==> src/ctmr_defs.vh <==
// register map, field positions and reset values of the carrier timer block
`ifndef CTMR_DEFS_VH
`define CTMR_DEFS_VH

// ------------------------------------------------------------
// register indices and byte addresses
// ------------------------------------------------------------
`define CTMR_IDX_PEND 8'hf2
`define CTMR_IDX_CTRL 8'hf8
`define CTMR_ADDR_PEND 12'h3c8
`define CTMR_ADDR_CTRL 12'h3e0
`define CTMR_ADDR_LOW 12'h400
`define CTMR_ADDR_HIGH 12'h404
`define CTMR_ADDR_MASK 12'h408
`define CTMR_ADDR_STAT 12'h40c
`define CTMR_ADDR_W 12

// ------------------------------------------------------------
// control register fields
// ------------------------------------------------------------
`define CTMR_CTL_DIV_HI 7
`define CTMR_CTL_DIV_LO 6
`define CTMR_CTL_INT_HI 5
`define CTMR_CTL_INT_LO 4
`define CTMR_CTL_UFIE 3
`define CTMR_CTL_RUN 2
`define CTMR_CTL_RPT 1
`define CTMR_CTL_OUT 0

// ------------------------------------------------------------
// interrupt time selection codes
// ------------------------------------------------------------
`define CTMR_INT_LOW 2'h0
`define CTMR_INT_HIGH 2'h1
`define CTMR_INT_BOTH 2'h2

// ------------------------------------------------------------
// divider selection codes
// ------------------------------------------------------------
`define CTMR_DIV_1 2'h0
`define CTMR_DIV_2 2'h1
`define CTMR_DIV_4 2'h2
`define CTMR_DIV_8 2'h3

// ------------------------------------------------------------
// pending flag positions and reset values
// ------------------------------------------------------------
`define CTMR_PEND_TAMC 0
`define CTMR_PEND_TAOV 1
`define CTMR_PEND_TBUF 2
`define CTMR_PEND_W 3
`define CTMR_RST_CTRL 8'h00
`define CTMR_RST_PEND 3'h0
`define CTMR_RST_DATA 8'h00
`define CTMR_RST_MASK 3'h0

`endif

==> src/ctmr_notes_end.v <==
// empty marker file intentionally omitted

==> src/ctmr_top.v <==
// carrier timer control, counting datapath, pending flags and apb slave
//
// Chosen here: register access over APB.
`timescale 1ns/1ps
`default_nettype none
`include "ctmr_defs.vh"

// Notes on behaviour
// [RULE_01] the count clock is the system clock divided by 1, 2, 4 or 8 by control bits 7..6.
// [RULE_02] the undivided source is the clock currently chosen as system clock, here clk.
// [RULE_03] the interrupt time field picks low period, high period or both; 11 is invalid.
// [RULE_04] every carrier timer underflow selected by the field sets pending bit 2.
// [RULE_05] companion timer overflow sets pending bit 1, match or capture sets bit 0.
// [RULE_06] writing 0 to a pending bit clears it, writing 1 does not, all reset to 0.
// [RULE_07] control bit 3 enables the interrupt, 2 runs, 1 selects repeat, 0 sets the flop.
module ctmr_top
(
  // clock and reset
  input wire clk,
  input wire srst,
  // apb slave
  input wire psel,
  input wire penable,
  input wire pwrite,
  input wire [11:0] paddr,
  input wire [31:0] pwdata,
  output wire pready,
  output wire pslverr,
  output reg [31:0] prdata,
  // companion timer events, same clock
  input wire ta_overflow,
  input wire ta_match_capture,
  // timer outputs
  output reg output_toggle_flop,
  output wire irq
);

  // ------------------------------------------------------------
  // state and registers
  // ------------------------------------------------------------
  localparam ST_IDLE = 3'b001;
  localparam ST_RUN = 3'b010;
  localparam ST_DONE = 3'b100;

  reg [7:0] carrier_timer_control;
  reg [7:0] low_data;
  reg [7:0] high_data;
  reg [2:0] irq_mask;
  reg [7:0] count;
  reg [2:0] state;
  reg [2:0] next_state;
  reg second_half;
  wire tick;
  wire [2:0] pend;
  wire acc;
  wire wr;
  wire mapped;
  wire underflow;
  wire tb_event;
  wire [1:0] int_sel;
  wire pend_wr;

  // ------------------------------------------------------------
  // address decode
  // ------------------------------------------------------------
  function is_mapped;
    input [11:0] a;
    begin
      case (a)
        `CTMR_ADDR_PEND, `CTMR_ADDR_CTRL, `CTMR_ADDR_LOW,
        `CTMR_ADDR_HIGH, `CTMR_ADDR_MASK, `CTMR_ADDR_STAT: is_mapped = 1'b1;
        default: is_mapped = 1'b0;
      endcase
    end
  endfunction

  assign acc = psel & penable;
  assign mapped = is_mapped(paddr);
  assign wr = acc & pwrite & mapped;
  // zero wait states: every access phase completes at once
  assign pready = 1'b1;
  assign pslverr = acc & ~mapped;
  assign pend_wr = wr & (paddr == `CTMR_ADDR_PEND);

  // ------------------------------------------------------------
  // software registers
  // ------------------------------------------------------------
  always @(posedge clk)
  begin
    if (srst)
    begin
      carrier_timer_control <= `CTMR_RST_CTRL;
      low_data <= `CTMR_RST_DATA;
      high_data <= `CTMR_RST_DATA;
      irq_mask <= `CTMR_RST_MASK;
    end
    else if (wr)
    begin
      case (paddr)
        `CTMR_ADDR_CTRL: carrier_timer_control <= pwdata[7:0]; // [RULE_07]
        `CTMR_ADDR_LOW: low_data <= pwdata[7:0];
        `CTMR_ADDR_HIGH: high_data <= pwdata[7:0];
        `CTMR_ADDR_MASK: irq_mask <= pwdata[2:0];
        default: irq_mask <= irq_mask;
      endcase
    end
  end

  // read data is captured in the setup cycle so it stands through access
  always @(posedge clk)
  begin
    if (srst)
      prdata <= 32'h0000_0000;
    else if (psel & ~penable & ~pwrite)
    begin
      case (paddr)
        `CTMR_ADDR_PEND: prdata <= {29'h0000_0000, pend};
        `CTMR_ADDR_CTRL: prdata <= {24'h00_0000, carrier_timer_control};
        `CTMR_ADDR_LOW: prdata <= {24'h00_0000, low_data};
        `CTMR_ADDR_HIGH: prdata <= {24'h00_0000, high_data};
        `CTMR_ADDR_MASK: prdata <= {29'h0000_0000, irq_mask};
        `CTMR_ADDR_STAT: prdata <= {20'h0_0000, state, output_toggle_flop, count};
        default: prdata <= 32'h0000_0000;
      endcase
    end
  end

  // ------------------------------------------------------------
  // count clock divider
  // ------------------------------------------------------------
  ctmr_div u_div
  (
    .clk(clk),
    .srst(srst),
    .div_sel(carrier_timer_control[`CTMR_CTL_DIV_HI:`CTMR_CTL_DIV_LO]), // [RULE_01]
    .tick(tick)
  );

  // ------------------------------------------------------------
  // run control
  // ------------------------------------------------------------
  // a one-shot run ends after the low and high periods; rewriting control restarts it
  always @*
  begin
    next_state = state;
    case (state)
      ST_IDLE:
        if (carrier_timer_control[`CTMR_CTL_RUN]) // [RULE_07]
          next_state = ST_RUN;
      ST_RUN:
        if (~carrier_timer_control[`CTMR_CTL_RUN])
          next_state = ST_IDLE;
        else if (underflow & second_half & ~carrier_timer_control[`CTMR_CTL_RPT]) // [RULE_07]
          next_state = ST_DONE;
      ST_DONE:
        if (wr & (paddr == `CTMR_ADDR_CTRL))
          next_state = ST_IDLE;
      default:
        next_state = ST_IDLE;
    endcase
  end

  always @(posedge clk)
  begin
    if (srst)
      state <= ST_IDLE;
    else
      state <= next_state;
  end

  // ------------------------------------------------------------
  // counting datapath
  // ------------------------------------------------------------
  assign underflow = (state == ST_RUN) & carrier_timer_control[`CTMR_CTL_RUN] & tick &
    (count == 8'h00);

  // while stopped the flop follows the control bit and the count is preloaded
  always @(posedge clk)
  begin
    if (srst)
    begin
      count <= `CTMR_RST_DATA;
      output_toggle_flop <= 1'b0;
      second_half <= 1'b0;
    end
    else if (state == ST_IDLE)
    begin
      output_toggle_flop <= carrier_timer_control[`CTMR_CTL_OUT]; // [RULE_07]
      count <= carrier_timer_control[`CTMR_CTL_OUT] ? high_data : low_data;
      second_half <= 1'b0;
    end
    else if (underflow)
    begin
      output_toggle_flop <= ~output_toggle_flop;
      count <= output_toggle_flop ? low_data : high_data;
      second_half <= ~second_half;
    end
    else if ((state == ST_RUN) & tick)
      count <= count - 8'h01;
  end

  // ------------------------------------------------------------
  // interrupt time selection and pending flags
  // ------------------------------------------------------------
  assign int_sel = carrier_timer_control[`CTMR_CTL_INT_HI:`CTMR_CTL_INT_LO];
  // code 11 is invalid and raises nothing
  assign tb_event = underflow &
    (((int_sel == `CTMR_INT_LOW) & ~output_toggle_flop) |
     ((int_sel == `CTMR_INT_HIGH) & output_toggle_flop) |
     (int_sel == `CTMR_INT_BOTH)); // [RULE_03]

  ctmr_pend #(.WIDTH(`CTMR_PEND_W)) u_pend
  (
    .clk(clk),
    .srst(srst),
    .set({tb_event, ta_overflow, ta_match_capture}), // [RULE_04] [RULE_05]
    .wr_en(pend_wr), // [RULE_06]
    .wr_data(pwdata[2:0]),
    .flags(pend)
  );

  // underflow enable gates only the carrier timer flag onto the line
  assign irq = |(pend & irq_mask &
    {carrier_timer_control[`CTMR_CTL_UFIE], 2'b11}); // [RULE_07]

endmodule // ctmr_top
`default_nettype wire

==> src/ctmr_div.v <==
// count clock divider: one-cycle enable pulses at clk/1, /2, /4 or /8
`timescale 1ns/1ps
`default_nettype none
`include "ctmr_defs.vh"

module ctmr_div
(
  // clock and reset
  input wire clk,
  input wire srst,
  // control
  input wire [1:0] div_sel,
  // output
  output reg tick
);

  reg [2:0] div_cnt;

  // ------------------------------------------------------------
  // free running prescaler
  // ------------------------------------------------------------
  // the undivided source is clk itself, i.e. the selected system clock
  always @(posedge clk)
  begin
    if (srst)
      div_cnt <= 3'h0;
    else
      div_cnt <= div_cnt + 3'h1;
  end

  always @*
  begin
    case (div_sel) // [RULE_01] [RULE_02]
      `CTMR_DIV_1: tick = 1'b1;
      `CTMR_DIV_2: tick = (div_cnt[0] == 1'b1);
      `CTMR_DIV_4: tick = (div_cnt[1:0] == 2'h3);
      default: tick = (div_cnt == 3'h7);
    endcase
  end

endmodule // ctmr_div
`default_nettype wire

==> src/ctmr_pend.v <==
// pending flags: hardware sets, software clears by writing zero
`timescale 1ns/1ps
`default_nettype none
`include "ctmr_defs.vh"

module ctmr_pend
#(
  parameter WIDTH = 3
)
(
  // clock and reset
  input wire clk,
  input wire srst,
  // event pulses
  input wire [WIDTH-1:0] set,
  // software write
  input wire wr_en,
  input wire [WIDTH-1:0] wr_data,
  // flags
  output reg [WIDTH-1:0] flags
);

  // ------------------------------------------------------------
  // flag storage
  // ------------------------------------------------------------
  // a zero clears, a one leaves the flag alone; a set in the same cycle wins
  always @(posedge clk)
  begin
    if (srst)
      flags <= {WIDTH{1'b0}}; // [RULE_06]
    else if (wr_en)
      flags <= (flags & wr_data) | set; // [RULE_06]
    else
      flags <= flags | set; // [RULE_04] [RULE_05]
  end

endmodule // ctmr_pend
`default_nettype wire

==> config.mk <==
export PLATFORM = sky130hd
export DESIGN_NAME = ctmr_top
export DESIGN_NICKNAME = d
export VERILOG_FILES = /design/src/ctmr_notes_end.v /design/src/ctmr_top.v /design/src/ctmr_div.v /design/src/ctmr_pend.v
export VERILOG_INCLUDE_DIRS = /design/src
export SDC_FILE = /design/constraint.sdc
export NUM_CORES = 1
export LEC_CHECK = 0
export ABC_AREA = 1
export BUFFER_PORTS_ARGS = -buffer_cell sky130_fd_sc_hd__buf_4
export CAP_MARGIN = 20
export CORE_UTILIZATION = 49
export DETAILED_ROUTE_END_ITERATION = 12
export GPL_TIMING_DRIVEN = 0
export HOLD_SLACK_MARGIN = 0.12
export PLACE_DENSITY_LB_ADDON = 0.15
export SETUP_SLACK_MARGIN = 0.2
export SKIP_LAST_GASP = 1
export SLEW_MARGIN = 10
export SYNTH_ARGS = -nofsm -noshare
export SYNTH_HDL_FRONTEND = slang
export SYNTH_SLANG_ARGS = --single-unit
==> constraint.sdc <==
create_clock -name clk -period 1.9 [get_ports clk]
set_clock_uncertainty 0.2 [all_clocks]
set_input_delay 0.095 -clock clk [delete_from_list [all_inputs] [get_ports clk]]
set_output_delay 0.095 -clock clk [all_outputs]
set_load 0.01 [all_outputs]
# Word-level counts from Yosys, hierarchy flattened
# Index checks and enable logic that the tools add are counted.
# word_totals
regBits,78
in_bits,51
# op_classes
eq_ne,18
addsub,2
mux,16
n_reduce_logical,13
bitwise_logic,30
# ops
op,count
case mux 12 bit (6 select lines),1
equality test 12 x 11 -> 1 bit (second input constant),4
two-way mux 8 bit,5
equality test 12 x 10 -> 1 bit (second input constant),2
bitwise AND 1 bit,17
two-way mux 3 bit,5
bitwise AND 3 bit,3
case mux 3 bit (3 select lines),1
logical NOT 8 bit,1
AND reduction 2 bit,4
subtractor 8 x 1 -> 8 bit (second input constant),1
equality test 2 bit (second input constant),3
equality test 3 bit (second input constant),2
NOT 1 bit,6
bitwise OR 3 bit,2
OR reduction 6 bit,1
equality test 2 x 1 -> 1 bit (second input constant),2
logical NOT 2 bit,2
inequality test 2 bit (second input constant),2
adder 3 x 1 -> 3 bit (second input constant),1
equality test 3 x 1 -> 1 bit (second input constant),1
equality test 3 x 2 -> 1 bit (second input constant),1
two-way mux 1 bit,3
inequality test 3 bit (second input constant),1
7 further kinds,8

# Logic depth before layout (Yosys ltp)
# depth
depth_word,9
mapped_depth,13

# By module
# A second synthesis with hierarchy kept.
# hier_totals
cells_unflattened,566
hier_area_um2,3776.1
# modules_own_cells
module,instances,seq_area_each_um2,area_each_um2,cells_each
ctmr_top,1,1041.0,3519.6,530
ctmr_div,1,60.1,136.4,18
ctmr_pend,1,60.1,120.1,18

# Worst setup path after synthesis
# OpenSTA, ideal clock, no wires.
# synth_path
path_type,register to register
start,register u_div.div_cnt[0]
end,register count[2]
synth_period_minus_slack_ns,1.930
n_path_buf,0
required_ns,1.590
stages_incl_launch_ff,12
setup_time_ns,0.110
t_arrival_ns,1.620
path_slack_ns,-0.030
path_cell_list,dfxtp_1 > ha_1 > ha_1 > a21oi_1 > o21ai_0 > nand2_1 > nor2_4 > nor2_4 > nand2_4 > or2_2 > nand3_1 > inv_1
# synth_via
elab_chain_cells,6
word_cells_on_any_way,9
classes_between,eq/ne (2); mux (3); bitwise (3); reduce/logical (1)
# synth_lines
element,line,rtl
from (decl),ctmr_div.v:17,reg [2:0] div_cnt;
from (signal assigned),ctmr_div.v:28,div_cnt <= div_cnt + 3'h1;
equality test 3 bit / equality test 2 bit (equally long branches),"ctmr_div.v:37, ctmr_div.v:36",
case mux 1 bit (3 select lines) (*),ctmr_div.v:33,case (div_sel)
bitwise AND 1 bit (2 in series),ctmr_top.v:174,assign underflow = (state == ST_RUN) & carrier_timer_control[`CTMR_CTL_RUN] & tick &
two-way mux 8 bit,ctmr_top.v:192,else if (underflow)
two-way mux 8 bit,ctmr_top.v:186,else if (state == ST_IDLE)
to (signal assigned),ctmr_top.v:189,count <= carrier_timer_control[`CTMR_CTL_OUT] ? high_data : low_data;
to (signal assigned),ctmr_top.v:195,count <= output_toggle_flop ? low_data : high_data;
to (signal assigned),ctmr_top.v:199,count <= count - 8'h01;
to (decl),ctmr_top.v:49,reg [7:0] count;
# Mark *: on every way between the ends. The rest lies on a longest branch, timed or not.
# A chain may end at the register's enable or synchronous reset.

# Worst setup path after layout
# Same ends and word-level chain as after synthesis.

==> impl_metrics.json <==
{
  "status": "finished, violations left",
  "violations": "negative setup slack",
  "layout-area-overhead-vs-synth_pct": 34.06,
  "cpPeakStageDelay_ps": 360,
  "tns_ps": -754.1,
  "comb_power_share": 0.092,
  "cp.depth": 12,
  "grt_usage": 0.2866,
  "ys_types": 38,
  "critPathMostFrequentCell": "ha_4",
  "first_iter_violations": 191,
  "antenna_found_initial": 0,
  "worst_pin_slew_ps": 644.3,
  "yosysWarnings": 0,
  "yosysSeqAreaShare": 0.3320,
  "clk_latency_ps": 350,
  "met2_usage": 0.4747,
  "antenna_left": 0,
  "wl_mm": 10.21,
  "leakage_nw": 2.073,
  "finalCriticalPeriod_ps": 2009,
  "peakVddDrop_mv": 0.4978,
  "fin_nets": 682,
  "die_w_microns": 86.48,
  "vias_per_cell": 5.158,
  "fmax_mhz": 497.7,
  "whs_ps": 118.1,
  "synthTopCellsByArea": "dfxtp_1 (33%), nand2_1 (15%), inv_1 (6.7%), a21oi_1 (6.0%), o21ai_0 (4.6%)",
  "num_vias": 3755,
  "p_sw_mw": 0.7108,
  "fill_cells": 607,
  "ys_async_sr_fraction": 0,
  "wire_per_inst_microns": 14.02,
  "cp-end-kind": "register",
  "p_int_mw": 2.100,
  "pwr-share-seq": 0.441,
  "dieArea_sq_um": 7479,
  "endpoint": "count[2]",
  "grt_pass1_wl_mm": 16.29,
  "hold_violations": 0,
  "cts_tree": "built",
  "clock_power_share": 0.467,
  "maxCapViolCount": 0,
  "cts_buffer_depth": 2,
  "criticalPathCategory": "register to register",
  "r2r-start": "u_div.div_cnt[0]",
  "yosys.area.top_type": "dfxtp_1",
  "reg2reg_slack_ps": -110,
  "r2r-end": "count[2]",
  "worstPathMaxFanout": 5,
  "clk_pin_slew_ps": 70,
  "rsz0062_at_grt": "true",
  "crit_slowest_cell": "dfxtp_2",
  "antenna_cells": 0,
  "dr.pass1.iters": 6,
  "cp.arrival_ps": 2060,
  "grt_pass1_vias": 3567,
  "setup_ws_ps": -109.2,
  "syn_area_sq_um": 3497,
  "p_per_area_nw_per_um2": 599.5,
  "path_buf_inv": 3,
  "coreArea_sq_um": 6832,
  "io-pin-count": 87,
  "grt_max_degree": 13,
  "cts_max_level": 3,
  "root_buffer": "clkbuf_8",
  "io_buffers": 40,
  "rows": 30,
  "crit_start": "u_div.div_cnt[0]",
  "yosys_most_used_dff": "dfxtp_1",
  "setup_viol": 13,
  "cp_cell_sequence": "ha_4 -> ha_4 -> a21oi_2 -> o21ai_2 -> nand2_2 -> buf_4 -> or2_4 -> nand2_4 -> buf_6 -> nand3_1 -> nand3_2 -> inv_1",
  "use_met3": 0.04762,
  "hold_path_class": "input port to register",
  "hpwl_mm": 7.299,
  "total_power_mw": 2.811,
  "switching_share": 0.2529,
  "grt.busiest_layer": "met2",
  "start_util": 0.5119,
  "grt-ovfl-total": 0,
  "cpLargestDelayFamily": "simple AND/OR/NAND/NOR gates",
  "slew_violations": 0,
  "syn-mean-instance-area_sq_um": 6.636,
  "fin_util": 0.6863,
  "synth_edf_count": 0,
  "relSlewSlack": 0.5705,
  "cts.sinks": 58,
  "cts_buffers": 9,
  "synthTopCellsByCount": "nand2_1 (144), inv_1 (62), dfxtp_1 (58)",
  "synth_most_common_cell": "nand2_1",
  "drive_above_1_share": 0.2579,
  "syn_inst": 527,
  "required_ps": 1950,
  "synth_seq_cells": 58,
  "gp_congestion": 0.8793,
  "grt.met1_usage": 0.3587,
  "rr_worst_depth": 12,
  "start_kind": "register",
  "yosysTopAreaCellShare": 0.3320,
  "die_y_microns": 86.48,
  "period_share": 1.057,
  "drc_errors": 0
}
==> worst min-delay path by stage <==
stage	startpoint	to	slack, ps	cells past startpoint
global route	pwrite	u_pend.flags[1]	170	6
global placement	pwdata[3]	high_data[3]	140	3
detailed placement	pwdata[6]	high_data[6]	150	3
floorplan	ta_match_capture	u_pend.flags[0]	30	2
CTS	srst	count[3]	100	4
finish	pwrite	u_pend.flags[1]	120	6
==> area by class of cell <==
type	instances	area [sq um]	share of cell area
clock buffers	9	123.9	0.02642
plain buffers	36	245.2	0.05231
inverters	69	266.5	0.05685
repair buffers	70	611.8	0.1305
multi-input cells	383	2049	0.4372
flip-flops and latches	58	1167	0.2490
clock inverters	7	103.9	0.02215
well taps	96	120.1	0.02562
==> flip-flops by register name, indices dropped and copies added, names as in the netlist <==
signal,cells
prdata,12
carrier_timer_control,8
count,8
high_data,8
low_data,8
irq_mask,3
state,3
u_div.div_cnt,3
u_pend.flags,3
output_toggle_flop,1
second_half,1
==> power by group through the flow <==
stage	registers [mW]	logic [mW]	clock network (mW)
2_1_floorplan	1.27	0.129	0
3_3_place_gp	1.27	0.220	0
3_5_place_dp	1.27	0.225	0
4_1_cts	1.24	0.254	1.32
5_1_grt	1.24	0.284	1.37
6_report	1.24	0.259	1.31
==> per-stage QoR <==
step	cell area, sq um	cells	setup WS [ps]
after floorplan	3615	546	85.29
after global placement	4035	682	-190.6
after detailed placement	4035	682	-205.4
after CTS	4538	721	-82.00
after global routing	4688	728	-182.1
final	4688	728	-109.2
==> worst reg2reg max path, cell delays in order, from the launching register on <==
cell and delay (ps):
dfxtp_2 360, ha_4 150, ha_4 120, a21oi_2 40
o21ai_2 60, nand2_2 120, buf_4 160, or2_4 250
nand2_4 100, buf_6 130, nand3_1 110, nand3_2 80
inv_1 30
==> routing by layer <==
metal,up-vias,share of wire
met5,-,0
met4,0,0.035
met3,35,0.068
met2,169,0.46
met1,1698,0.43
li1,1853,-
==> cell families after synthesis <==
group	after synthesis	synth area share
and+or+nand+nor	258	0.3488
AOI/OAI and AO/OA	96	0.1492
xor gates and xnor gates	4	0.01002
buffers and inverters	105	0.1435
adders and majority gates	4	0.01431
DFF	58	0.3320
other	2	0.002147
==> layout by cell type (no fill, tap or decap), types with 11 or more instances in the layout <==
cell type and count:
buf_4 70, inv_1 59, dlygate4sd3_1 15, nand2_1 138, dfxtp_1 55, nand3_1 18, o21ai_0 30, a21oi_1 39
nor2_1 40, nand4_1 11, conb_1 21
==> what timing repair did <==
item,4_1_cts,5_1_grt
gates cloned,2,0
pin swaps,8,14
endpoints found under the setup margin,14,16
hold buffers,16,0
gates resized for setup,11,28
endpoints found under the hold margin,40,0
buffers inserted,5,7
Note: power is estimated with default switching activity, not from simulation.
